--- src/design/pcu_pkg.sv ---
package pcu_pkg;

   // program counter and return store
   localparam int          PCU_PC_W          = 12;
   localparam int          PCU_STACK_DEPTH   = 6;
   localparam int          PCU_LOW_HALF_W    = 11;

   // vector locations in the fixed upper half of program space
   localparam logic [11:0] PCU_VEC_RESET     = 12'hffe;
   localparam logic [11:0] PCU_VEC_NMI       = 12'hffc;
   localparam logic [11:0] PCU_VEC_NONUSER_A = 12'hffa;
   localparam logic [11:0] PCU_VEC_NONUSER_B = 12'hff8;
   localparam logic [11:0] PCU_VEC_INT1      = 12'hff6;
   localparam logic [11:0] PCU_VEC_INT2      = 12'hff4;
   localparam logic [11:0] PCU_VEC_INT3      = 12'hff2;
   localparam logic [11:0] PCU_VEC_INT4      = 12'hff0;

   // data space locations
   localparam logic [7:0]  PCU_ADDR_PTR_ONE  = 8'h80;
   localparam logic [7:0]  PCU_ADDR_PTR_TWO  = 8'h81;
   localparam logic [7:0]  PCU_ADDR_SHORT3   = 8'h82;
   localparam logic [7:0]  PCU_ADDR_SHORT4   = 8'h83;
   localparam logic [7:0]  PCU_ADDR_ACC      = 8'hff;
   localparam logic [7:0]  PCU_ADDR_INT_OPT  = 8'hc8;
   localparam logic [7:0]  PCU_ADDR_ROM_WIN  = 8'hc9;
   localparam logic [7:0]  PCU_ADDR_RAM_BANK = 8'hca;
   localparam logic [7:0]  PCU_ADDR_PRG_BANK = 8'hcb;

   // paged areas of data space
   localparam logic [1:0]  PCU_RAM_PAGE_TOP  = 2'h0;
   localparam logic [1:0]  PCU_ROM_WIN_TOP   = 2'h1;
   localparam int          PCU_WIN_OFS_W     = 6;

   // interrupt option register fields
   localparam int          PCU_OPT_GEN_BIT   = 0;

   // reset values
   localparam logic [7:0]  PCU_REG_RESET     = 8'h00;
   localparam logic [7:0]  PCU_OPT_RESET     = 8'h00;

   typedef enum logic [1:0] {
      PCU_CTX_NORMAL,
      PCU_CTX_MASK,
      PCU_CTX_NMI
   } pcu_ctx_type;

endpackage

--- src/design/pcu_stack_if.sv ---
`timescale 1ns/1ps
`default_nettype none

interface pcu_stack_if;
   logic        push;
   logic        pop;
   logic [11:0] push_data;
   logic [11:0] pop_data;
   logic        pop_valid;

   modport ctrl  (output push, output pop, output push_data, input pop_data, input pop_valid);
   modport store (input push, input pop, input push_data, output pop_data, output pop_valid);
endinterface

`default_nettype wire

--- src/design/pcu_return_stack.sv ---
`timescale 1ns/1ps
`default_nettype none

module pcu_return_stack
   import pcu_pkg::*;
#(
   parameter int DEPTH = PCU_STACK_DEPTH,
   parameter int WIDTH = PCU_PC_W
) (
   input  wire logic   clk,
   input  wire logic   reset_n,
   pcu_stack_if.store  stk
);
   localparam int AW = $clog2(DEPTH);
   localparam logic [AW-1:0] LAST = AW'(DEPTH - 1);

   logic [WIDTH-1:0] mem [DEPTH];
   logic [AW-1:0]    top;
   logic [AW-1:0]    below;

   assign below = (top == '0) ? LAST : top - AW'(1);

   // a seventh push wraps round onto the oldest slot, silently
   always_ff @(posedge clk) begin
      if (!reset_n) begin
         top <= '0;
      end else if (stk.push) begin
         top <= (top == LAST) ? '0 : top + AW'(1);
      end else if (stk.pop) begin
         top <= below;
      end
   end

   always_ff @(posedge clk) begin
      if (stk.push) begin
         mem[top] <= stk.push_data;
      end
   end

   always_ff @(posedge clk) begin
      if (!reset_n) begin
         stk.pop_data  <= '0;
         stk.pop_valid <= 1'b0;
      end else begin
         stk.pop_valid <= stk.pop & ~stk.push;
         if (stk.pop && !stk.push) begin
            stk.pop_data <= mem[below];
         end
      end
   end
endmodule

`default_nettype wire

--- src/design/pcu_program_control.sv ---
// Overview of operation
// - Twelve-bit program counter addresses the whole 4K program space directly.
// - Calls and accepted interrupts push the counter; returns pop it back.
// - The return store holds six counter entries.
// - Only call, interrupt and return reach the store; software cannot.
// - Three zero/carry pairs: normal, maskable service, non-maskable service.
// - Acknowledge selects the service pair; return restores the previous pair.
// - After reset the non-maskable pair is active, maskables refused until return.
// - Reset vector at the top pair, non-maskable vector just below.
// - Maskable vectors one to four descend from FF6 to FF0.
// - The two pairs below the non-maskable vector are never given to maskables.
// - Vector zero is the non-maskable input; one to four are maskable.
// - A detected interrupt runs one special cycle loading its vector address.
// - Non-maskable preempts maskable service, not its own; maskable never preempts maskable service.
// - Pending maskables are taken by fixed priority, one highest, four lowest.
// - The interrupt option register holds a global interrupt enable in bit 0.
// - The eight-bit accumulator sits at data location FF.
// - Four short-direct registers at 80-83; the first two also serve as pointers.
// - A 64-byte data window onto program ROM, paged by a six-bit register.
// - Data locations 00-3F are paged by a data RAM banking register.
// - Lower 2K of program space is banked; the upper 2K stays fixed.
`timescale 1ns/1ps
`default_nettype none

module pcu_program_control
   import pcu_pkg::*;
#(
   parameter int PBANK_W   = 4,
   parameter int ROMPAGE_W = 6,
   parameter int RAMPAGE_W = 8
) (
   input  wire logic                          clk,
   input  wire logic                          reset_n,
   input  wire logic                          instr_boundary,
   input  wire logic                          pc_increment,
   input  wire logic                          jump_load,
   input  wire logic                          call_load,
   input  wire logic                          return_sub,
   input  wire logic                          return_from_service,
   input  wire logic [PCU_PC_W-1:0]           target_addr,
   input  wire logic                          flag_write,
   input  wire logic                          zero_in,
   input  wire logic                          carry_in,
   input  wire logic [7:0]                    ds_addr,
   input  wire logic                          ds_write,
   input  wire logic                          ds_read,
   input  wire logic [7:0]                    ds_wdata,
   input  wire logic                          nmi_pin,
   input  wire logic [4:1]                    irq_pin,
   output logic      [7:0]                    ds_rdata,
   output logic                               ds_hit,
   output logic      [PCU_PC_W-1:0]           program_counter,
   output logic      [PBANK_W+PCU_LOW_HALF_W-1:0] fetch_addr,
   output logic      [ROMPAGE_W+PCU_WIN_OFS_W-1:0] rom_window_addr,
   output logic                               rom_window_sel,
   output logic      [RAMPAGE_W-1:0]          ram_page,
   output logic                               ram_page_sel,
   output logic                               zero_flag,
   output logic                               carry_flag,
   output pcu_ctx_type                        service_ctx,
   output logic                               vector_cycle,
   output logic      [2:0]                    vector_index,
   output logic                               return_busy,
   output logic      [7:0]                    accumulator,
   output logic      [7:0]                    ptr_one,
   output logic      [7:0]                    ptr_two
);

   pcu_stack_if stk ();

   // return store is private: no data-space path reaches it
   // store not mapped
   pcu_return_stack #(
      .DEPTH (PCU_STACK_DEPTH),
      .WIDTH (PCU_PC_W)
   ) u_stack (
      .clk     (clk),
      .reset_n (reset_n),
      .stk     (stk)
   );

   // data-space registers
   logic [7:0]           short_three;
   logic [7:0]           short_four;
   logic [7:0]           int_option;
   logic [ROMPAGE_W-1:0] rom_page;
   logic [PBANK_W-1:0]   prog_bank;

   // flag pairs and service context
   logic [2:0]           zero_set;
   logic [2:0]           carry_set;
   pcu_ctx_type          nmi_saved_ctx;
   logic [1:0]           ctx_idx;

   // request synchronisers and pending nmi
   logic                 nmi_s1;
   logic                 nmi_s2;
   logic                 nmi_s2_d;
   logic                 nmi_pending;
   logic [4:1]           irq_s1;
   logic [4:1]           irq_s2;

   // arbitration
   logic                 global_en;
   logic                 take_nmi;
   logic                 take_irq;
   logic [2:0]           irq_sel;
   logic [PCU_PC_W-1:0]  vector_addr;
   logic                 core_op_ok;

   assign ctx_idx   = 2'(service_ctx);
   assign global_en = int_option[PCU_OPT_GEN_BIT];

   // both request inputs come from outside, two flops before use
   always_ff @(posedge clk) begin
      if (!reset_n) begin
         nmi_s1 <= 1'b0;
         nmi_s2 <= 1'b0;
         irq_s1 <= '0;
         irq_s2 <= '0;
      end else begin
         nmi_s1 <= nmi_pin;
         nmi_s2 <= nmi_s1;
         irq_s1 <= irq_pin;
         irq_s2 <= irq_s1;
      end
   end

   // nmi is an edge event, held until its vector cycle; a new edge wins
   // a refused edge stays pending in nmi context; further edges merge into the one pending
   always_ff @(posedge clk) begin
      if (!reset_n) begin
         nmi_s2_d    <= 1'b0;
         nmi_pending <= 1'b0;
      end else begin
         nmi_s2_d <= nmi_s2;
         if (nmi_s2 && !nmi_s2_d) begin
            nmi_pending <= 1'b1;
         end else if (vector_cycle && take_nmi) begin
            nmi_pending <= 1'b0;
         end
      end
   end

   always_comb begin
      irq_sel = 3'd0;
      for (int i = 4; i >= 1; i--) begin
         if (irq_s2[i]) begin
            irq_sel = 3'(i);
         end
      end
   end

   // nmi preempts, maskable only from normal
   // maskables held off in nmi context
   // global disable gates the nmi too; it waits pending meanwhile
   assign take_nmi = global_en & nmi_pending & (service_ctx != PCU_CTX_NMI);
   assign take_irq = global_en & (irq_sel != 3'd0) & (service_ctx == PCU_CTX_NORMAL);

   assign vector_cycle = instr_boundary & ~return_busy & (take_nmi | take_irq);
   assign vector_index = take_nmi ? 3'd0 : irq_sel;
   assign core_op_ok   = ~vector_cycle & ~return_busy;

   // maskable vectors descend from int one
   // non-user pairs never selected here
   // nmi fallback keeps an unused select harmless
   always_comb begin
      vector_addr = PCU_VEC_NMI;
      if (!take_nmi) begin
         unique case (irq_sel)
            3'd1:    vector_addr = PCU_VEC_INT1;
            3'd2:    vector_addr = PCU_VEC_INT2;
            3'd3:    vector_addr = PCU_VEC_INT3;
            3'd4:    vector_addr = PCU_VEC_INT4;
            default: vector_addr = PCU_VEC_NMI;
         endcase
      end
   end

   // push on call or vector, pop on return
   assign stk.push      = vector_cycle | (core_op_ok & call_load);
   assign stk.pop       = core_op_ok & (return_sub | return_from_service);
   assign stk.push_data = program_counter;

   // popped address lands one cycle after the return request
   // core ops are dropped meanwhile so the pop owns the counter
   always_ff @(posedge clk) begin
      if (!reset_n) begin
         return_busy <= 1'b0;
      end else begin
         return_busy <= stk.pop;
      end
   end

   // counter starts at the reset vector
   always_ff @(posedge clk) begin
      if (!reset_n) begin
         program_counter <= PCU_VEC_RESET;
      end else if (vector_cycle) begin
         program_counter <= vector_addr;
      end else if (stk.pop_valid) begin
         program_counter <= stk.pop_data;
      end else if (core_op_ok && (jump_load || call_load)) begin
         program_counter <= target_addr;
      end else if (core_op_ok && pc_increment) begin
         program_counter <= program_counter + PCU_PC_W'(1);
      end
   end

   // lower half banked, upper half fixed
   // vectors stay reachable whatever the bank register holds
   always_comb begin
      if (program_counter[PCU_PC_W-1]) begin
         fetch_addr = {{PBANK_W{1'b1}}, program_counter[PCU_LOW_HALF_W-1:0]};
      end else begin
         fetch_addr = {prog_bank, program_counter[PCU_LOW_HALF_W-1:0]};
      end
   end

   // context switch on acknowledge and return
   always_ff @(posedge clk) begin
      if (!reset_n) begin
         service_ctx   <= PCU_CTX_NMI;
         nmi_saved_ctx <= PCU_CTX_NORMAL;
      end else if (vector_cycle && take_nmi) begin
         service_ctx   <= PCU_CTX_NMI;
         nmi_saved_ctx <= service_ctx;
      end else if (vector_cycle) begin
         service_ctx   <= PCU_CTX_MASK;
      end else if (core_op_ok && return_from_service) begin
         if (service_ctx == PCU_CTX_NMI) begin
            service_ctx <= nmi_saved_ctx;
         end else begin
            service_ctx <= PCU_CTX_NORMAL;
         end
         nmi_saved_ctx <= PCU_CTX_NORMAL;
      end
   end

   // three flag pairs, written in the active one
   // a context switch only moves the index; no flag copy needed
   always_ff @(posedge clk) begin
      if (!reset_n) begin
         zero_set  <= '0;
         carry_set <= '0;
      end else if (flag_write) begin
         zero_set[ctx_idx]  <= zero_in;
         carry_set[ctx_idx] <= carry_in;
      end
   end

   assign zero_flag  = zero_set[ctx_idx];
   assign carry_flag = carry_set[ctx_idx];

   // accumulator at top of data space
   // short-direct registers at 80 to 83
   always_ff @(posedge clk) begin
      if (!reset_n) begin
         accumulator <= PCU_REG_RESET;
         ptr_one     <= PCU_REG_RESET;
         ptr_two     <= PCU_REG_RESET;
         short_three <= PCU_REG_RESET;
         short_four  <= PCU_REG_RESET;
      end else if (ds_write) begin
         unique case (ds_addr)
            PCU_ADDR_ACC:     accumulator <= ds_wdata;
            PCU_ADDR_PTR_ONE: ptr_one     <= ds_wdata;
            PCU_ADDR_PTR_TWO: ptr_two     <= ds_wdata;
            PCU_ADDR_SHORT3:  short_three <= ds_wdata;
            PCU_ADDR_SHORT4:  short_four  <= ds_wdata;
            default: ;
         endcase
      end
   end

   always_ff @(posedge clk) begin
      if (!reset_n) begin
         int_option <= PCU_OPT_RESET;
         rom_page   <= ROMPAGE_W'(PCU_REG_RESET);
         ram_page   <= RAMPAGE_W'(PCU_REG_RESET);
         prog_bank  <= PBANK_W'(PCU_REG_RESET);
      end else if (ds_write) begin
         unique case (ds_addr)
            PCU_ADDR_INT_OPT:  int_option <= ds_wdata;
            PCU_ADDR_ROM_WIN:  rom_page   <= ds_wdata[ROMPAGE_W-1:0];
            PCU_ADDR_RAM_BANK: ram_page   <= ds_wdata[RAMPAGE_W-1:0];
            PCU_ADDR_PRG_BANK: prog_bank  <= ds_wdata[PBANK_W-1:0];
            default: ;
         endcase
      end
   end

   // 64-byte window maps into program rom
   // lowest 64 bytes go through the ram page
   assign rom_window_sel  = (ds_addr[7:6] == PCU_ROM_WIN_TOP);
   assign ram_page_sel    = (ds_addr[7:6] == PCU_RAM_PAGE_TOP);
   assign rom_window_addr = {rom_page, ds_addr[PCU_WIN_OFS_W-1:0]};

   // read answer one cycle later; unowned locations give zero and no hit
   // rdata holds until the next read; ds_hit marks the fresh cycle
   always_ff @(posedge clk) begin
      if (!reset_n) begin
         ds_rdata <= '0;
         ds_hit   <= 1'b0;
      end else if (ds_read) begin
         ds_hit <= 1'b1;
         unique case (ds_addr)
            PCU_ADDR_ACC:      ds_rdata <= accumulator;
            PCU_ADDR_PTR_ONE:  ds_rdata <= ptr_one;
            PCU_ADDR_PTR_TWO:  ds_rdata <= ptr_two;
            PCU_ADDR_SHORT3:   ds_rdata <= short_three;
            PCU_ADDR_SHORT4:   ds_rdata <= short_four;
            PCU_ADDR_INT_OPT:  ds_rdata <= int_option;
            PCU_ADDR_ROM_WIN:  ds_rdata <= 8'(rom_page);
            PCU_ADDR_RAM_BANK: ds_rdata <= 8'(ram_page);
            PCU_ADDR_PRG_BANK: ds_rdata <= 8'(prog_bank);
            default: begin
               ds_rdata <= '0;
               ds_hit   <= 1'b0;
            end
         endcase
      end else begin
         ds_hit <= 1'b0;
      end
   end

endmodule

`default_nettype wire

--- config.mk ---
export PLATFORM = sky130hd
export DESIGN_NAME = pcu_program_control
export DESIGN_NICKNAME = d
export VERILOG_FILES = /design/src/design/pcu_pkg.sv /design/src/design/pcu_stack_if.sv /design/src/design/pcu_return_stack.sv /design/src/design/pcu_program_control.sv
export SDC_FILE = /design/constraint.sdc
export NUM_CORES = 1
export LEC_CHECK = 0
export BUFFER_PORTS_ARGS = -buffer_cell sky130_fd_sc_hd__buf_2
export CAP_MARGIN = 25
export CORE_MARGIN = 2
export CORE_UTILIZATION = 50
export DETAILED_ROUTE_END_ITERATION = 12
export GPL_ROUTABILITY_DRIVEN = 0
export GPL_TIMING_DRIVEN = 0
export PLACE_DENSITY = 0.74
export RECOVER_POWER = 100
export SKIP_LAST_GASP = 1
export SLEW_MARGIN = 15
export SYNTH_ARGS = -nofsm -noshare
export SYNTH_HDL_FRONTEND = slang
export SYNTH_HIERARCHICAL = 1
export SYNTH_SLANG_ARGS = --single-unit
--- constraint.sdc ---
create_clock -name clk -period 4 [get_ports clk]
set_input_delay 0.2 -clock clk [delete_from_list [all_inputs] [get_ports clk]]
set_output_delay 0.2 -clock clk [all_outputs]
set_load 0.01 [all_outputs]
==> results.toml <==
[outcome]
status = "complete, no violations"

[detailed_routing]
routed_wl_um = 24000
post_drt_wl_per_cell_um = 19.5
drc = 0
detail_route.iter0.violations = 725
ant_nets = 0
first_pass_iters = 5
vias_per_cell = 5.81
via_count = 7154

[sta]
setup_viol_count_final = 0
max_freq_mhz = 275
worst_pin_slew_ns = 1.08
finalCritPeriodShare_pct = 91.0
rsz0062_at_grt = "false"
setup_tns_ns = 0
hold_violations = 0
skew_ns = 0.00893
slew_headroom_pct = 27.2
fin_crit_ns = 3.64
final-max-slew-violation-count = 0

[layout]
final_util_pct = 59.8
n_fill_cell = 1489
final_common_cell = "dfxtp_1"
antenna-diode-count = 0
nets = 1042
area_growth_pct = 16.3
layout.cells.non_filler = 1232
drive_above_1_share_pct = 14.2
design_area_um2 = 10400
mostFrequentLayoutCells = "dfxtp_1, clkbuf_1, nor2_1"

[clocking]
clock_sinks = 198
post_cts_buffers = 0
cts_tree = "done"
cts_resized = 0
cts_buffers = 17
hold_buffers = 5
root_buffer = "clkbuf_16"
clk_path_buf_depth = 2
htree_levels = 4
clk_pin_slew_ns = 0.08
insertion_delay_ns = 0.43

[worst_hold_path]
min-delay-start = "carry_in"
whs_endpoint = "carry_set[1]"
holdPathStages = 3
hold_class = "in2reg"

[power]
powerDensity_nw_per_um2 = 450
p_leak_nw = 4.13
max-vdd-ir-drop_mv = 0.328

[critical_path]
r2r_setup_slack_ns = 0.36
worst_setup_path_start_kind = "flop"
cp_num_buf_inv = 3
critPathMaxFanout = 10
cpPeakStageDelay_ns = 0.70
worstSetupPathType = "reg2reg"
path_depth = 9
reg2reg_from = "service_ctx[1]"
cp_slowest_cell = "nor3_1"
cp-end-kind = "flop"
r2r_end = "u_stack/mem[5][9]"
cp_top_family = "simple AND/OR/NAND/NOR gates"
reg2reg_depth = 9
path_cells = "buf_2 -> nor2b_1 -> clkbuf_1 -> o22ai_1 -> nand2_1 -> o21ai_0 -> nand2_1 -> nor3_1 -> clkbuf_1"
arrival_ns = 3.71
cp.required_ns = 4.07

[logic_synthesis]
yosys.area.top_type_share_pct = 28.3
netlist_area_um2 = 8920
synth-seq-area-share_pct = 52.5
synth_seq_cells = 198
synth.distinct_cells = 78
avgSynthCellArea_um2 = 10.7
ys_async_sr_fraction_pct = 0
synth_edf_count = 72
yosysWarnings = 6
synth_ff_type = "dfxtp_1"
synthCells = 836
mappedNetlistNets = 884
yosys.area.top_type = "dfxtp_1"
synth.area.top_cells = "dfxtp_1, edfxtp_1, mux2i_1"

[placement]
dp_hpwl_um = 16700
dp.cells = 1195
placed_area_um2 = 9920
portBuffers = 129

[die]
start_util_pct = 51.4
die_w_um = 138
die-area_um2 = 18900
core-area_um2 = 17400
die_y_um = 138
num_rows = 48
io_pins = 137

[grt]
grt_pass1_vias = 6663
grt_overflow = 0
grt_pass1_wl_um = 36900
grt.total_usage_pct = 25.8
grt_max_degree = 22
grt_antenna_before_repair = 1

[run]
drv_cap = 0
-- kinds of logic (layout without fill, tap and decap cells) --
kind of cell,after synthesis,after routing,share of synthesized area [%]
AO/OA/AOI/OAI,198,198,16.2
XOR/XNOR,8,8,0.785
adder cells (fa/ha/maj),2,2,0.280
buffers and inverters,83,254,4.96
flip-flops,198,198,52.5
multiplexers,86,86,10.3
AND/OR/NAND/NOR,261,261,14.9
-- report_power, final --
| part | switching [mW] | total (mW) | leakage, nW | internal, mW |
|---|---|---|---|---|
| clock network | 0.854 | 1.70 | 0.282 | 0.845 |
| logic | 0.394 | 0.668 | 2.19 | 0.273 |
| registers | 0.108 | 2.30 | 1.66 | 2.19 |
| total | 1.36 | 4.67 | 4.13 | 3.31 |
-- routing by layer --
metal	part of all wire (%)	global-route usage, %
met3	8.5	6.29
met1	43	36.3
met5	0	0
met4	1.8	8.25
met2	46	39.4
-- worst reg2reg max path: stages (launching register included) --
cell and delay [ns]:
dfxtp_1 0.32, buf_2 0.17, nor2b_1 0.14, clkbuf_1 0.19, o22ai_1 0.29, nand2_1 0.23, o21ai_0 0.45, nand2_1 0.30
nor3_1 0.70, clkbuf_1 0.49
-- how the worst max path moves through the flow --
stage,startpoint,end,slack [ns]
2_1_floorplan,service_ctx[1],u_stack/mem[2][0],0.72
3_3_place_gp,service_ctx[1],u_stack/mem[2][6],-0.41
3_5_place_dp,irq_s2[1],u_stack/stk.pop_data[1],0.68
4_1_cts,irq_s2[1],u_stack/stk.pop_data[1],0.64
5_1_grt,service_ctx[1],u_stack/mem[5][9],0.22
6_report,service_ctx[1],u_stack/mem[5][9],0.36
-- cells in the mapped netlist (all sizes together), types with 17 or more instances --
| library cell | instances |
|---|---|
| inv | 17 |
| a21oi | 51 |
| nand3 | 37 |
| clkbuf | 30 |
| mux2i | 74 |
| dfxtp | 126 |
| edfxtp | 72 |
| nand2 | 40 |
| nor2 | 88 |
| buf | 36 |
| a211o | 17 |
| a22o | 20 |
| nor2b | 28 |
| o21ai | 22 |
-- registers in the layout, summed over array words and instances (netlist names), 2 cells and up --
signal / flops
accumulator: 8
carry_set: 3
ds_rdata: 8
int_option: 8
irq_s1: 4
irq_s2: 4
nmi_saved_ctx: 2
prog_bank: 4
program_counter: 12
ptr_one: 8
ptr_two: 8
ram_page: 8
rom_page: 6
service_ctx: 2
short_four: 8
short_three: 8
u_stack/mem: 72
u_stack/stk.pop_data: 12
u_stack/top: 3
zero_set: 3
-- per-stage QoR --
step	hold slack, ns	setup WS (ns)	total power [mW]
floorplan	0.317	0.725	2.77
global placement	0.392	-0.409	3.00
detailed placement	0.410	0.678	3.02
CTS	0.0260	0.638	4.70
global route	0.0561	0.221	4.84
finish	0.0345	0.358	4.67
-- area by class of cell --
type	instances	area, um^2	share of cell area [%]
Clock inverter	15	175	1.69
Inverter	17	63.8	0.615
Timing Repair Buffer	139	612	5.89
Tap cell	225	282	2.71
Sequential cell	198	4680	45.1
Buffer	66	370	3.57
Multi-Input combinational cell	555	3770	36.3
Clock buffer	17	425	4.10
(Power assumes the default switching activity.)
